## src/hdl/rtbe_pkg.sv

```systemverilog
// Purpose: shared constants and types of the tag bit encoder and modulator
// Assumes: timing counted in recovered carrier cycles
// Notes: tables are packed so index 0 is the rightmost entry
package rtbe_pkg;

   typedef enum logic [1:0] {
      RTBE_MOD_DIRECT = 2'b00,
      RTBE_MOD_FSK = 2'b01,
      RTBE_MOD_PSK1 = 2'b10,
      RTBE_MOD_PSK2 = 2'b11
   } rtbe_mod_t;

   typedef enum logic [1:0] {
      RTBE_CODE_NRZ = 2'b00,
      RTBE_CODE_SPLIT = 2'b01,
      RTBE_CODE_BPS = 2'b10,
      RTBE_CODE_RSVD = 2'b11
   } rtbe_code_t;

   typedef enum logic [0:0] {
      RTBE_ST_IDLE = 1'b0,
      RTBE_ST_RUN = 1'b1
   } rtbe_state_t;

   // data array and buffer
   localparam int RTBE_MEM_BITS = 128;
   localparam int RTBE_ADDR_W = 7;
   localparam int RTBE_FIFO_DEPTH = 32;
   localparam int RTBE_FIFO_WIDTH = 1;

   // fsk subcarrier periods in carrier cycles
   localparam logic [3:0] RTBE_FSK_ZERO_PER = 4'h8;
   localparam logic [3:0] RTBE_FSK_ONE_PER = 4'ha;

   // bit period in carrier cycles, selected by the rate strap; all even
   localparam logic [7:0][7:0] RTBE_RATE_TBL = {
      8'h80, 8'h64, 8'h50, 8'h40, 8'h32, 8'h28, 8'h20, 8'h10
   };

   // bits sent per loop, selected by the length strap
   localparam logic [3:0][7:0] RTBE_LEN_TBL = {8'h80, 8'h80, 8'h60, 8'h40};

   // reset values
   localparam logic RTBE_RST_MOD = 1'b0;
   localparam logic RTBE_RST_LEVEL = 1'b0;
   localparam logic [7:0] RTBE_RST_CNT = 8'h00;
   localparam logic [3:0] RTBE_RST_SUB = 4'h0;

endpackage

```

## src/hdl/rtbe_stream_if.sv

```systemverilog
// Purpose: valid/ready stream between array reader, buffer and encoder
// Assumes: one clock, transfer on valid and ready high at a rising edge
// Notes: width is a parameter
`timescale 1ns/100ps
interface rtbe_stream_if #(parameter int WIDTH = 1) ();
   logic valid;
   logic ready;
   logic [WIDTH-1:0] data;
   modport src (output valid, output data, input ready);
   modport snk (input valid, input data, output ready);
endinterface

```

## src/hdl/rtbe_encoder.sv

```systemverilog
// Purpose: line coder and backscatter modulator of a passive tag
// Assumes: carrier_clk_i is the recovered carrier, far slower than core_clk_i
// Notes: mod_o high turns the damping transistor on
//
// Functional notes
// - direct coding outputs stored bit for whole period
// - split phase flips mid bit, one falls
// - space biphase toggles at start on one
// - space biphase holds level at start on zero
// - direct modulation envelope follows coded level
// - fsk zero uses eight cycle square wave
// - fsk one uses ten cycle square wave
// - fsk works with direct level coding
// - psk uses one subcarrier, phase inverts
// - first psk inverts phase on zero bits
// - second psk inverts phase on bit change
// - psk subcarrier period two carrier cycles
// - array bits clocked out in sequence
// - all timing from recovered carrier clock
// - straps pick modulation, coding, rate, length
`timescale 1ns/100ps
module rtbe_encoder (
   // clock and power-on reset
   input wire logic core_clk_i,
   input wire logic sys_rst_i,
   // recovered carrier
   input wire logic carrier_clk_i,
   // configuration straps
   input wire logic [1:0] cfg_mod_i,
   input wire logic [1:0] cfg_code_i,
   input wire logic [2:0] cfg_rate_i,
   input wire logic [1:0] cfg_len_i,
   // array programming, same clock
   input wire logic prog_we_i,
   input wire logic [6:0] prog_addr_i,
   input wire logic prog_bit_i,
   // modulation transistor and status
   output logic mod_o,
   output logic tx_active_o
);
   logic mem [rtbe_pkg::RTBE_MEM_BITS];

   logic car_meta_reg, car_meta_next;
   logic car_sync_reg, car_sync_next;
   logic car_prev_reg, car_prev_next;
   logic [8:0] cfg_meta_reg, cfg_meta_next;
   logic [8:0] cfg_sync_reg, cfg_sync_next;
   logic tick;

   rtbe_pkg::rtbe_mod_t mod_sel;
   rtbe_pkg::rtbe_code_t code_sel;
   logic [7:0] bit_per;
   logic [7:0] bit_len;

   logic fill_en_reg, fill_en_next;
   logic [6:0] rd_ptr_reg, rd_ptr_next;
   logic push;

   rtbe_pkg::rtbe_state_t state_reg, state_next;
   logic [7:0] bit_cnt_reg, bit_cnt_next;
   logic data_bit_reg, data_bit_next;
   logic prev_bit_reg, prev_bit_next;
   logic level_reg, level_next;
   logic phase_reg, phase_next;
   logic [3:0] sub_cnt_reg, sub_cnt_next;
   logic psk_sq_reg, psk_sq_next;
   logic mod_reg, mod_next;
   logic tx_active_reg, tx_active_next;
   logic end_bit;
   logic start;
   logic mid;
   logic pop;
   logic fifo_bit;
   logic [3:0] fsk_per;
   rtbe_stream_if #(.WIDTH(rtbe_pkg::RTBE_FIFO_WIDTH)) fill_if ();
   rtbe_stream_if #(.WIDTH(rtbe_pkg::RTBE_FIFO_WIDTH)) drain_if ();

   rtbe_fifo #(
      .WIDTH(rtbe_pkg::RTBE_FIFO_WIDTH),
      .DEPTH(rtbe_pkg::RTBE_FIFO_DEPTH)
   ) u_fifo (
      .core_clk_i(core_clk_i),
      .sys_rst_i(sys_rst_i),
      .fill_if(fill_if),
      .drain_if(drain_if)
   );

   // carrier and straps come from outside, two flops first
   always_comb begin
      car_meta_next = carrier_clk_i;
      car_sync_next = car_meta_reg;
      car_prev_next = car_sync_reg;
      cfg_meta_next = {cfg_len_i, cfg_rate_i, cfg_code_i, cfg_mod_i};
      cfg_sync_next = cfg_meta_reg;
   end

   always_ff @(posedge core_clk_i) begin
      if (sys_rst_i) begin
         car_meta_reg <= 1'b0;
         car_sync_reg <= 1'b0;
         car_prev_reg <= 1'b0;
         cfg_meta_reg <= '0;
         cfg_sync_reg <= '0;
      end else begin
         car_meta_reg <= car_meta_next;
         car_sync_reg <= car_sync_next;
         car_prev_reg <= car_prev_next;
         cfg_meta_reg <= cfg_meta_next;
         cfg_sync_reg <= cfg_sync_next;
      end
   end

   // one enable per carrier rising edge drives the bit and subcarrier counts
   assign tick = car_sync_reg & ~car_prev_reg;

   // straps are meant static; changing them mid frame can garble many bits, since the bit counter or array pointer can overrun and wrap
   assign mod_sel = rtbe_pkg::rtbe_mod_t'(cfg_sync_reg[1:0]);
   assign code_sel = rtbe_pkg::rtbe_code_t'(cfg_sync_reg[3:2]);
   assign bit_per = rtbe_pkg::RTBE_RATE_TBL[cfg_sync_reg[6:4]];
   assign bit_len = rtbe_pkg::RTBE_LEN_TBL[cfg_sync_reg[8:7]];

   // otp array; contents only defined once programmed
   always_ff @(posedge core_clk_i) begin
      if (prog_we_i) begin
         mem[prog_addr_i] <= prog_bit_i;
      end
   end

   // array reader keeps the buffer topped up, stalls while it is full
   assign fill_if.valid = fill_en_reg;
   assign fill_if.data = mem[rd_ptr_reg];
   assign push = fill_if.valid & fill_if.ready;

   always_comb begin
      fill_en_next = 1'b1;
      rd_ptr_next = rd_ptr_reg;
      if (push) begin
         rd_ptr_next = ({1'b0, rd_ptr_reg} == bit_len - 8'h01) ? 7'h00 : rd_ptr_reg + 7'h01;
      end
   end

   always_ff @(posedge core_clk_i) begin
      if (sys_rst_i) begin
         fill_en_reg <= 1'b0;
         rd_ptr_reg <= 7'h00;
      end else begin
         fill_en_reg <= fill_en_next;
         rd_ptr_reg <= rd_ptr_next;
      end
   end

   // encoder and modulator
   assign end_bit = (bit_cnt_reg == bit_per - 8'h01);
   assign fifo_bit = drain_if.data[0];
   assign drain_if.ready = pop;

   always_comb begin
      state_next = state_reg;
      bit_cnt_next = bit_cnt_reg;
      data_bit_next = data_bit_reg;
      prev_bit_next = prev_bit_reg;
      level_next = level_reg;
      phase_next = phase_reg;
      sub_cnt_next = sub_cnt_reg;
      psk_sq_next = psk_sq_reg;
      mod_next = mod_reg;
      fsk_per = rtbe_pkg::RTBE_FSK_ZERO_PER;
      start = 1'b0;
      mid = 1'b0;
      pop = 1'b0;
      if (tick) begin
         case (state_reg)
            rtbe_pkg::RTBE_ST_IDLE: begin
               if (drain_if.valid) begin
                  start = 1'b1;
                  state_next = rtbe_pkg::RTBE_ST_RUN;
               end
            end
            rtbe_pkg::RTBE_ST_RUN: begin
               if (end_bit) begin
                  if (drain_if.valid) begin
                     start = 1'b1;
                  end else begin
                     state_next = rtbe_pkg::RTBE_ST_IDLE;
                  end
               end else begin
                  bit_cnt_next = bit_cnt_reg + 8'h01;
                  mid = (bit_cnt_reg == {1'b0, bit_per[7:1]} - 8'h01);
               end
            end
            default: begin
               state_next = rtbe_pkg::RTBE_ST_IDLE;
            end
         endcase
         if (start) begin
            pop = 1'b1;
            bit_cnt_next = rtbe_pkg::RTBE_RST_CNT;
            data_bit_next = fifo_bit;
            prev_bit_next = data_bit_reg;
            if (code_sel == rtbe_pkg::RTBE_CODE_BPS) begin
               level_next = level_reg ^ fifo_bit;
            end else begin
               level_next = fifo_bit;
            end
            if (mod_sel == rtbe_pkg::RTBE_MOD_PSK1) begin
               phase_next = phase_reg ^ ~fifo_bit;
            end else if (mod_sel == rtbe_pkg::RTBE_MOD_PSK2) begin
               phase_next = phase_reg ^ (fifo_bit ^ data_bit_reg);
            end
         end else if (mid) begin
            if (code_sel == rtbe_pkg::RTBE_CODE_SPLIT || code_sel == rtbe_pkg::RTBE_CODE_BPS) begin
               level_next = ~level_reg;
            end
         end
         fsk_per = level_next ? rtbe_pkg::RTBE_FSK_ONE_PER : rtbe_pkg::RTBE_FSK_ZERO_PER;
         // subcarrier restarts on each level change so periods stay whole
         if (start || level_next != level_reg || sub_cnt_reg >= fsk_per - 4'h1) begin
            sub_cnt_next = rtbe_pkg::RTBE_RST_SUB;
         end else begin
            sub_cnt_next = sub_cnt_reg + 4'h1;
         end
         psk_sq_next = ~psk_sq_reg;
         if (state_next != rtbe_pkg::RTBE_ST_RUN) begin
            mod_next = rtbe_pkg::RTBE_RST_MOD;
         end else begin
            case (mod_sel)
               rtbe_pkg::RTBE_MOD_DIRECT: mod_next = ~level_next;
               rtbe_pkg::RTBE_MOD_FSK: mod_next = (sub_cnt_next < {1'b0, fsk_per[3:1]});
               rtbe_pkg::RTBE_MOD_PSK1: mod_next = psk_sq_next ^ phase_next;
               rtbe_pkg::RTBE_MOD_PSK2: mod_next = psk_sq_next ^ phase_next;
               default: mod_next = rtbe_pkg::RTBE_RST_MOD;
            endcase
         end
      end
      tx_active_next = (state_next == rtbe_pkg::RTBE_ST_RUN);
   end

   always_ff @(posedge core_clk_i) begin
      if (sys_rst_i) begin
         state_reg <= rtbe_pkg::RTBE_ST_IDLE;
         bit_cnt_reg <= rtbe_pkg::RTBE_RST_CNT;
         data_bit_reg <= 1'b0;
         prev_bit_reg <= 1'b0;
         level_reg <= rtbe_pkg::RTBE_RST_LEVEL;
         phase_reg <= 1'b0;
         sub_cnt_reg <= rtbe_pkg::RTBE_RST_SUB;
         psk_sq_reg <= 1'b0;
         mod_reg <= rtbe_pkg::RTBE_RST_MOD;
         tx_active_reg <= 1'b0;
      end else begin
         state_reg <= state_next;
         bit_cnt_reg <= bit_cnt_next;
         data_bit_reg <= data_bit_next;
         prev_bit_reg <= prev_bit_next;
         level_reg <= level_next;
         phase_reg <= phase_next;
         sub_cnt_reg <= sub_cnt_next;
         psk_sq_reg <= psk_sq_next;
         mod_reg <= mod_next;
         tx_active_reg <= tx_active_next;
      end
   end

   assign mod_o = mod_reg;
   assign tx_active_o = tx_active_reg;

   logic running;
   assign running = (state_reg == rtbe_pkg::RTBE_ST_RUN);
endmodule

```

## src/hdl/rtbe_fifo.sv

```systemverilog
// Purpose: bit buffer between the data array reader and the line encoder
// Assumes: synchronous active high reset
// Notes: full blocks the filler, empty stalls the drain
`timescale 1ns/100ps
module rtbe_fifo #(
   parameter int WIDTH = 1,
   parameter int DEPTH = 32
) (
   // clock and reset
   input wire logic core_clk_i,
   input wire logic sys_rst_i,
   // filling side
   rtbe_stream_if.snk fill_if,
   // draining side
   rtbe_stream_if.src drain_if
);
   localparam int AW = $clog2(DEPTH);

   logic [WIDTH-1:0] mem [DEPTH];
   logic [AW-1:0] wr_ptr_reg;
   logic [AW-1:0] wr_ptr_next;
   logic [AW-1:0] rd_ptr_reg;
   logic [AW-1:0] rd_ptr_next;
   logic [AW:0] count_reg;
   logic [AW:0] count_next;
   logic push;
   logic pop;

   assign fill_if.ready = (count_reg != (AW+1)'(DEPTH));
   assign drain_if.valid = (count_reg != '0);
   assign drain_if.data = mem[rd_ptr_reg];
   assign push = fill_if.valid & fill_if.ready;
   assign pop = drain_if.valid & drain_if.ready;

   always_comb begin
      wr_ptr_next = wr_ptr_reg;
      rd_ptr_next = rd_ptr_reg;
      if (push) begin
         wr_ptr_next = (wr_ptr_reg == AW'(DEPTH - 1)) ? '0 : wr_ptr_reg + 1'b1;
      end
      if (pop) begin
         rd_ptr_next = (rd_ptr_reg == AW'(DEPTH - 1)) ? '0 : rd_ptr_reg + 1'b1;
      end
      count_next = count_reg + (AW+1)'(push) - (AW+1)'(pop);
   end

   always_ff @(posedge core_clk_i) begin
      if (sys_rst_i) begin
         wr_ptr_reg <= '0;
         rd_ptr_reg <= '0;
         count_reg <= '0;
      end else begin
         wr_ptr_reg <= wr_ptr_next;
         rd_ptr_reg <= rd_ptr_next;
         count_reg <= count_next;
      end
   end

   // storage carries no reset; the count alone says what is valid
   always_ff @(posedge core_clk_i) begin
      if (push) begin
         mem[wr_ptr_reg] <= fill_if.data;
      end
   end

endmodule

```

## config.mk

```make
export PLATFORM = sky130hd
export DESIGN_NAME = rtbe_encoder
export DESIGN_NICKNAME = d
export VERILOG_FILES = /design/src/hdl/rtbe_pkg.sv /design/src/hdl/rtbe_stream_if.sv /design/src/hdl/rtbe_encoder.sv /design/src/hdl/rtbe_fifo.sv
export SDC_FILE = /design/constraint.sdc
export NUM_CORES = 1
export LEC_CHECK = 0
export ABC_AREA = 1
export BUFFER_PORTS_ARGS = -buffer_cell sky130_fd_sc_hd__buf_2
export CORE_AREA = 5 5 172 174
export CTS_CLUSTER_SIZE = 40
export DETAILED_ROUTE_END_ITERATION = 16
export DIE_AREA = 0 0 177 179
export PLACE_DENSITY = 0.58
export SLEW_MARGIN = 15
export SYNTH_ARGS = -nofsm -noshare
export SYNTH_HDL_FRONTEND = slang
export SYNTH_SLANG_ARGS = --single-unit
```

## constraint.sdc

```tcl
create_clock -name core_clk_i -period 8.9 [get_ports core_clk_i]
set_input_delay 0.445 -clock core_clk_i [delete_from_list [all_inputs] [get_ports core_clk_i]]
set_output_delay 0.445 -clock core_clk_i [all_outputs]
set_load 0.02 [all_outputs]
```

* Word level (Yosys, flattened, before mapping)
Memories as Yosys holds them, arrays and structs flattened. A register that Yosys moved wholly into a read port is not among the register bits.
Cells that the tools add are included.
** Storage, ports and cells
- Register bits after elaboration :: 63
- RAM bits :: 160
- Memory bits (read-only) :: 64
- Input bits :: 21
- Output and inout bits :: 2
- Memories kept :: 3
** Memory list
- mem :: words 128, bits a word 1, rd ports 1, clocked after Yosys merged registers in 1, write ports 1, line rtbe_encoder.sv:41 : logic mem [rtbe_pkg::RTBE_MEM_BITS];
- (no name shown) :: words 8, bits a word 8, rd ports 1, clocked after Yosys merged registers in 1, write ports 0, line rtbe_encoder.sv:119 : assign bit_per = rtbe_pkg::RTBE_RATE_TBL[cfg_sync_reg[6:4]];
- u_fifo.mem :: words 32, bits a word 1, rd ports 1, clocked after Yosys merged registers in 1, write ports 1, line rtbe_fifo.sv:19 : logic [WIDTH-1:0] mem [DEPTH];
** Operators by class
- $add $sub $neg :: 11
- Magnitude comparators :: 4
- Equality and inequality tests :: 13
- Muxes and demuxes :: 45
- Bitwise logic cells :: 14
- Reductions and logical operators :: 9
** Operator list (number)
- $mux 8 :: 5
- $mux 1 :: 25
- $mux 7 :: 3
- $mux 5 :: 4
- $bmux 8 s2 :: 1
- $eq 8x8->1 :: 2
- $sub 8x1->8 const B :: 2
- $add 5x1->5 const B :: 2
- $eq 5x5->1 const B :: 2
- $add 8x1->8 const B :: 1
- $eq 7x8->1 :: 1
- $mux 4 :: 2
- $sub 7x1->8 const B :: 1
- $add 7x1->7 const B :: 1
- $add 6x1->6 :: 1
- $eq 2x2->1 const B :: 3
- $ne 6x6->1 const B :: 1
- $not 1->1 :: 6
- $reduce_bool 6->1 :: 1
- $sub 6x1->6 :: 1
- $xor 1x1->1 :: 5
- $add 4x1->4 const B :: 1
- $eq 2x1->1 const B :: 2
- $ge 4x4->1 :: 1
- 17 further kinds :: 22

* Depth between registers and ports, before layout
- Depth in word-level cells :: 19
- Depth in mapped cells :: 28
- Mapped depth without buffers :: 28

* Cells and area by module
A second synthesis with hierarchy kept.
** Second synthesis, totals
- Cell total of the unflattened synthesis :: 1222
- Area total of the unflattened synthesis :: 11096.9 sq um
** Modules (own cells, without submodules)
- rtbe_encoder :: instances 1, cells each 940, area each 8509.4 sq um, seq. area each 5004.8 sq um
- rtbe_fifo :: instances 1, cells each 282, area each 2587.5 sq um, seq. area each 1381.3 sq um

* Least setup slack after synthesis
OpenSTA, ideal clock, no wires.
- Path type :: register to register
- Start :: register, netlist name bit_per[1]
- End :: register u_fifo.count_reg[4]
- Setup time :: 0.119 ns
- Arrival :: 2.991 ns
- Setup slack :: 5.790 ns
- Stages on the path, launching flop included :: 25
- Period minus slack after synthesis :: 3.110 ns
- Cells stage by stage :: dfxtp_1 > inv_2 > ha_1 > nand2_1 > nand2_1 > nor2_1 > nand2_1 > nor2_1 > nand3_1 > nor2_2 > nand2_2 > a21oi_4 > inv_2 > nor2_4 > ha_1 > inv_1 > ha_1 > inv_1 > fa_1 > nor2_1 > nor2_1 > nor2_1 > nor2_1 > o21ai_0 > a21oi_1
** RTL lines
- end signal, assigned :: line rtbe_fifo.sv:55 : count_reg <= count_next;
- end, declared :: line rtbe_fifo.sv:24 : logic [AW:0] count_reg;

==> impl_metrics.csv <==
group,metric,value,unit
route,drtIter0Drc,625,
synth,ys_warn_count,0,
floorplanning,die_w,177,um
worst_hold_path,hold_depth,3,
route,drtPass1Iterations,6,
route,wl_per_cell,15.5,um
synth,synth_area_per_cell,9.10,um2
run_status,status,"completed",
route,routed_wl,24800,um
floorplanning,fp.dieH,179,um
power,p_leak,4.30,nW
floorplanning,start_util,0.395,
cells_and_area,nets,1255,
global_routing,grt_pass1_wl,39500,um
power,p_clk_frac,0.363,
synth,synth_edf_count,160,
clock_tree,cts_sinks,239,
power,p_int,1.93,mW
sta,final_hold_viol_count,0,
worst_setup_path,rr_worst_depth,24,
worst_setup_path,crit_end,"u_fifo.count_reg[4]",
global_routing,grt_overflow_total,0,
global_routing,grt_max_degree,129,
route,vias_per_cell,5.10,
clock_tree,htree_levels,1,
synth,syn_inst,1199,
clock_tree,clock_path_buffers,3,
synth,yosysTopAreaCell,"edfxtp_1",
sta,tns,0,ns
synth,yosysSeqAreaShare,0.585,
global_routing,grt_usage,0.153,
worst_setup_path,reg2reg_to,"u_fifo.count_reg[4]",
power,netSwitchingFraction,0.289,
floorplanning,core,27600,um2
global_routing,grt.busiest_layer,"met2",
clock_tree,postCtsSetupRepairBufs,0,
sta,whs,0.126,ns
flow_run,drv_cap,0,
worst_setup_path,crit_arrival,3.81,ns
sta,slew_headroom,0.239,
sta,period_minus_slack,3.40,ns
synth,async_flop_share,0,
global_routing,grt_pass1_vias,7689,
sta,rsz0062_at_grt,"no",
sta,period_share,0.382,
worst_setup_path,cp_max_fo,8,
clock_tree,cts_tree,"built",
clock_tree,cts_buffers,27,
sta,worstMarginPinSlew,1.14,ns
worst_setup_path,crit_required,9.31,ns
synth,synth_common_cells,"304 x nor2_1, 160 x edfxtp_1, 146 x nand2_1, 100 x o21ai_0, 97 x inv_1",
synth,yosys-top-cells-area,"edfxtp_1 44%, dfxtp_1 14%, nor2_1 10%",
synth,synth.top_cell.area_share,0.440,
route,via_count,8161,
global_routing,gr-usage-met3,0.0247,
cells_and_area,drive_gt1_frac,0.0834,
floorplanning,dieArea,31700,um2
synth,synth.distinct_cells,43,
clock_tree,path_clk_slew,0.06,ns
power,ir_worst_vdd,0.140,mV
placement,dp_hpwl,14600,um
synth,syn_nets,1246,
placement,gp_congestion,0.824,
cells_and_area,num_antenna_cells,0,
synth,synth_seq_cells,239,
global_routing,grt_use_met2,0.255,
floorplanning,num_io_pins,23,
floorplanning,rows,61,
synth,syn-cell-area,10900,um2
power,combinationalPowerShare,0.165,
global_routing,antenna_found_initial,0,
global_routing,grt_util_met1,0.211,
route,postRouteAntennaNets,0,
worst_setup_path,startpoint,"bit_per[1]",
worst_setup_path,rr_startpoint,"bit_per[1]",
sta,fin_skew,0.00976,ns
placement,port_buffers,22,
worst_setup_path,ff2ff_setup_slack,5.50,ns
route,remaining_drc_errors,0,
synth,synthFlopType,"edfxtp_1",
cells_and_area,largest_reg_flops,128,
sta,setup_violations,0,
clock_tree,cts-resized-gates,0,
worst_setup_path,worst_setup_path_end_kind,"flop",
power,power_density,224,nW/um2
power,pwr-share-seq,0.472,
cells_and_area,syn2layout_area_growth,11.0,%
worst_setup_path,path_class,"reg2reg",
clock_tree,clock_latency,0.52,ns
synth,yosysMostFrequentCell,"nor2_1",
power,p_sw,784,uW
worst_setup_path,cp-start-kind,"flop",
sta,max_freq,0.294,GHz
clock_tree,ctsHoldBuffers,0,
clock_tree,cts_root_buf,"clkbuf_16",
sta,finalMaxSlewViolations,0,
worst_hold_path,min_path_type,"in2reg",
[layer usage]
| metal | share of wire | wire length, um |
|---|---|---|
| met1 | 0.47 | 11600 |
| met2 | 0.47 | 11600 |
| met5 | 0 | 0 |
| met3 | 0.045 | 1120 |
| met4 | 0.019 | 473 |
[through the flow]
stage / setup WS, ns / instance area [um2] / std cells / total power, mW / utilization
after detailed placement: 5.51 / 11300 / 1556 / 1.75 / 0.411
after floorplan: 5.79 / 10900 / 1199 / 1.63 / -
after global routing: 5.16 / 12100 / 1601 / 2.86 / 0.439
after global placement: 5.55 / 11300 / 1556 / 1.75 / 0.411
after CTS: 5.48 / 12100 / 1600 / 2.74 / 0.438
final: 5.50 / 12100 / 1601 / 2.71 / 0.439
[logic make-up after synthesis]
| logic type | Yosys count | share of synthesized area |
|---|---|---|
| compound gates | 195 | 0.101 |
| fa+ha+maj | 26 | 0.0305 |
| simple gates | 571 | 0.219 |
| flops | 239 | 0.585 |
| buf+inv | 158 | 0.0563 |
| mux | 1 | 0.00103 |
| xor+xnor | 9 | 0.00722 |
[area by class of cell]
cell class,count,area (um2)
Fill cell,2757,15500
Multi-Input combinational cell,802,3920
Clock buffer,30,687
Tap cell,378,473
Timing Repair Buffer,28,159
Clock inverter,14,75.1
Inverter,110,415
Sequential cell,239,6390
[worst max-delay path, stage by stage, from the launching register on]
cell and delay [ns]:
dfxtp_1 0.35, inv_2 0.09, ha_1 0.35, nand2_1 0.09, nand2_1 0.05, nor2_1 0.08
nand2_1 0.06, nor2_1 0.09, nand3_1 0.08, nor2_2 0.10, nand2_2 0.09, a21oi_4 0.20
inv_2 0.08, nor2_4 0.16, ha_1 0.26, inv_1 0.06, ha_1 0.15, inv_1 0.06
fa_1 0.40, nor2_1 0.12, nor2_1 0.04, nor2_1 0.08, nor2_1 0.05, o21ai_0 0.15
a21oi_1 0.05
[placed cells by master, fill, tap and decap left out, drive strengths merged, types with 2 or more instances in the layout]
cell,count
xor2,8
clkbuf,30
ha,25
nor4,8
o21ai,103
nor3,12
a31oi,2
nand2,153
a21oi,41
o22ai,33
nand3,63
inv,107
nand4,19
buf,28
o21a,2
a211oi,2
clkinv,10
o211ai,4
edfxtp,160
clkinvlp,7
nor2,313
o221ai,5
dfxtp,79
o311ai,2
[power groups by stage]
| stage | Clock [mW] | Sequential (mW) | Combinational, mW |
|---|---|---|---|
| 2_1_floorplan | 0 | 1.28 | 0.358 |
| 3_3_place_gp | 0 | 1.30 | 0.445 |
| 3_5_place_dp | 0 | 1.30 | 0.451 |
| 4_1_cts | 1.00 | 1.28 | 0.453 |
| 5_1_grt | 1.05 | 1.29 | 0.518 |
| 6_report | 0.983 | 1.28 | 0.449 |
[worst min-delay path by stage]
stage,startpoint,end,slack [ns]
6_report,cfg_mod_i[1],cfg_meta_reg[1],0.13
5_1_grt,cfg_rate_i[2],cfg_meta_reg[6],0.11
4_1_cts,cfg_rate_i[2],cfg_meta_reg[6],0.10
3_5_place_dp,cfg_meta_reg[7],cfg_sync_reg[7],0.40
3_3_place_gp,cfg_meta_reg[3],cfg_sync_reg[3],0.39
2_1_floorplan,car_meta_reg,car_prev_next,0.39
(Power assumes the default switching activity.)
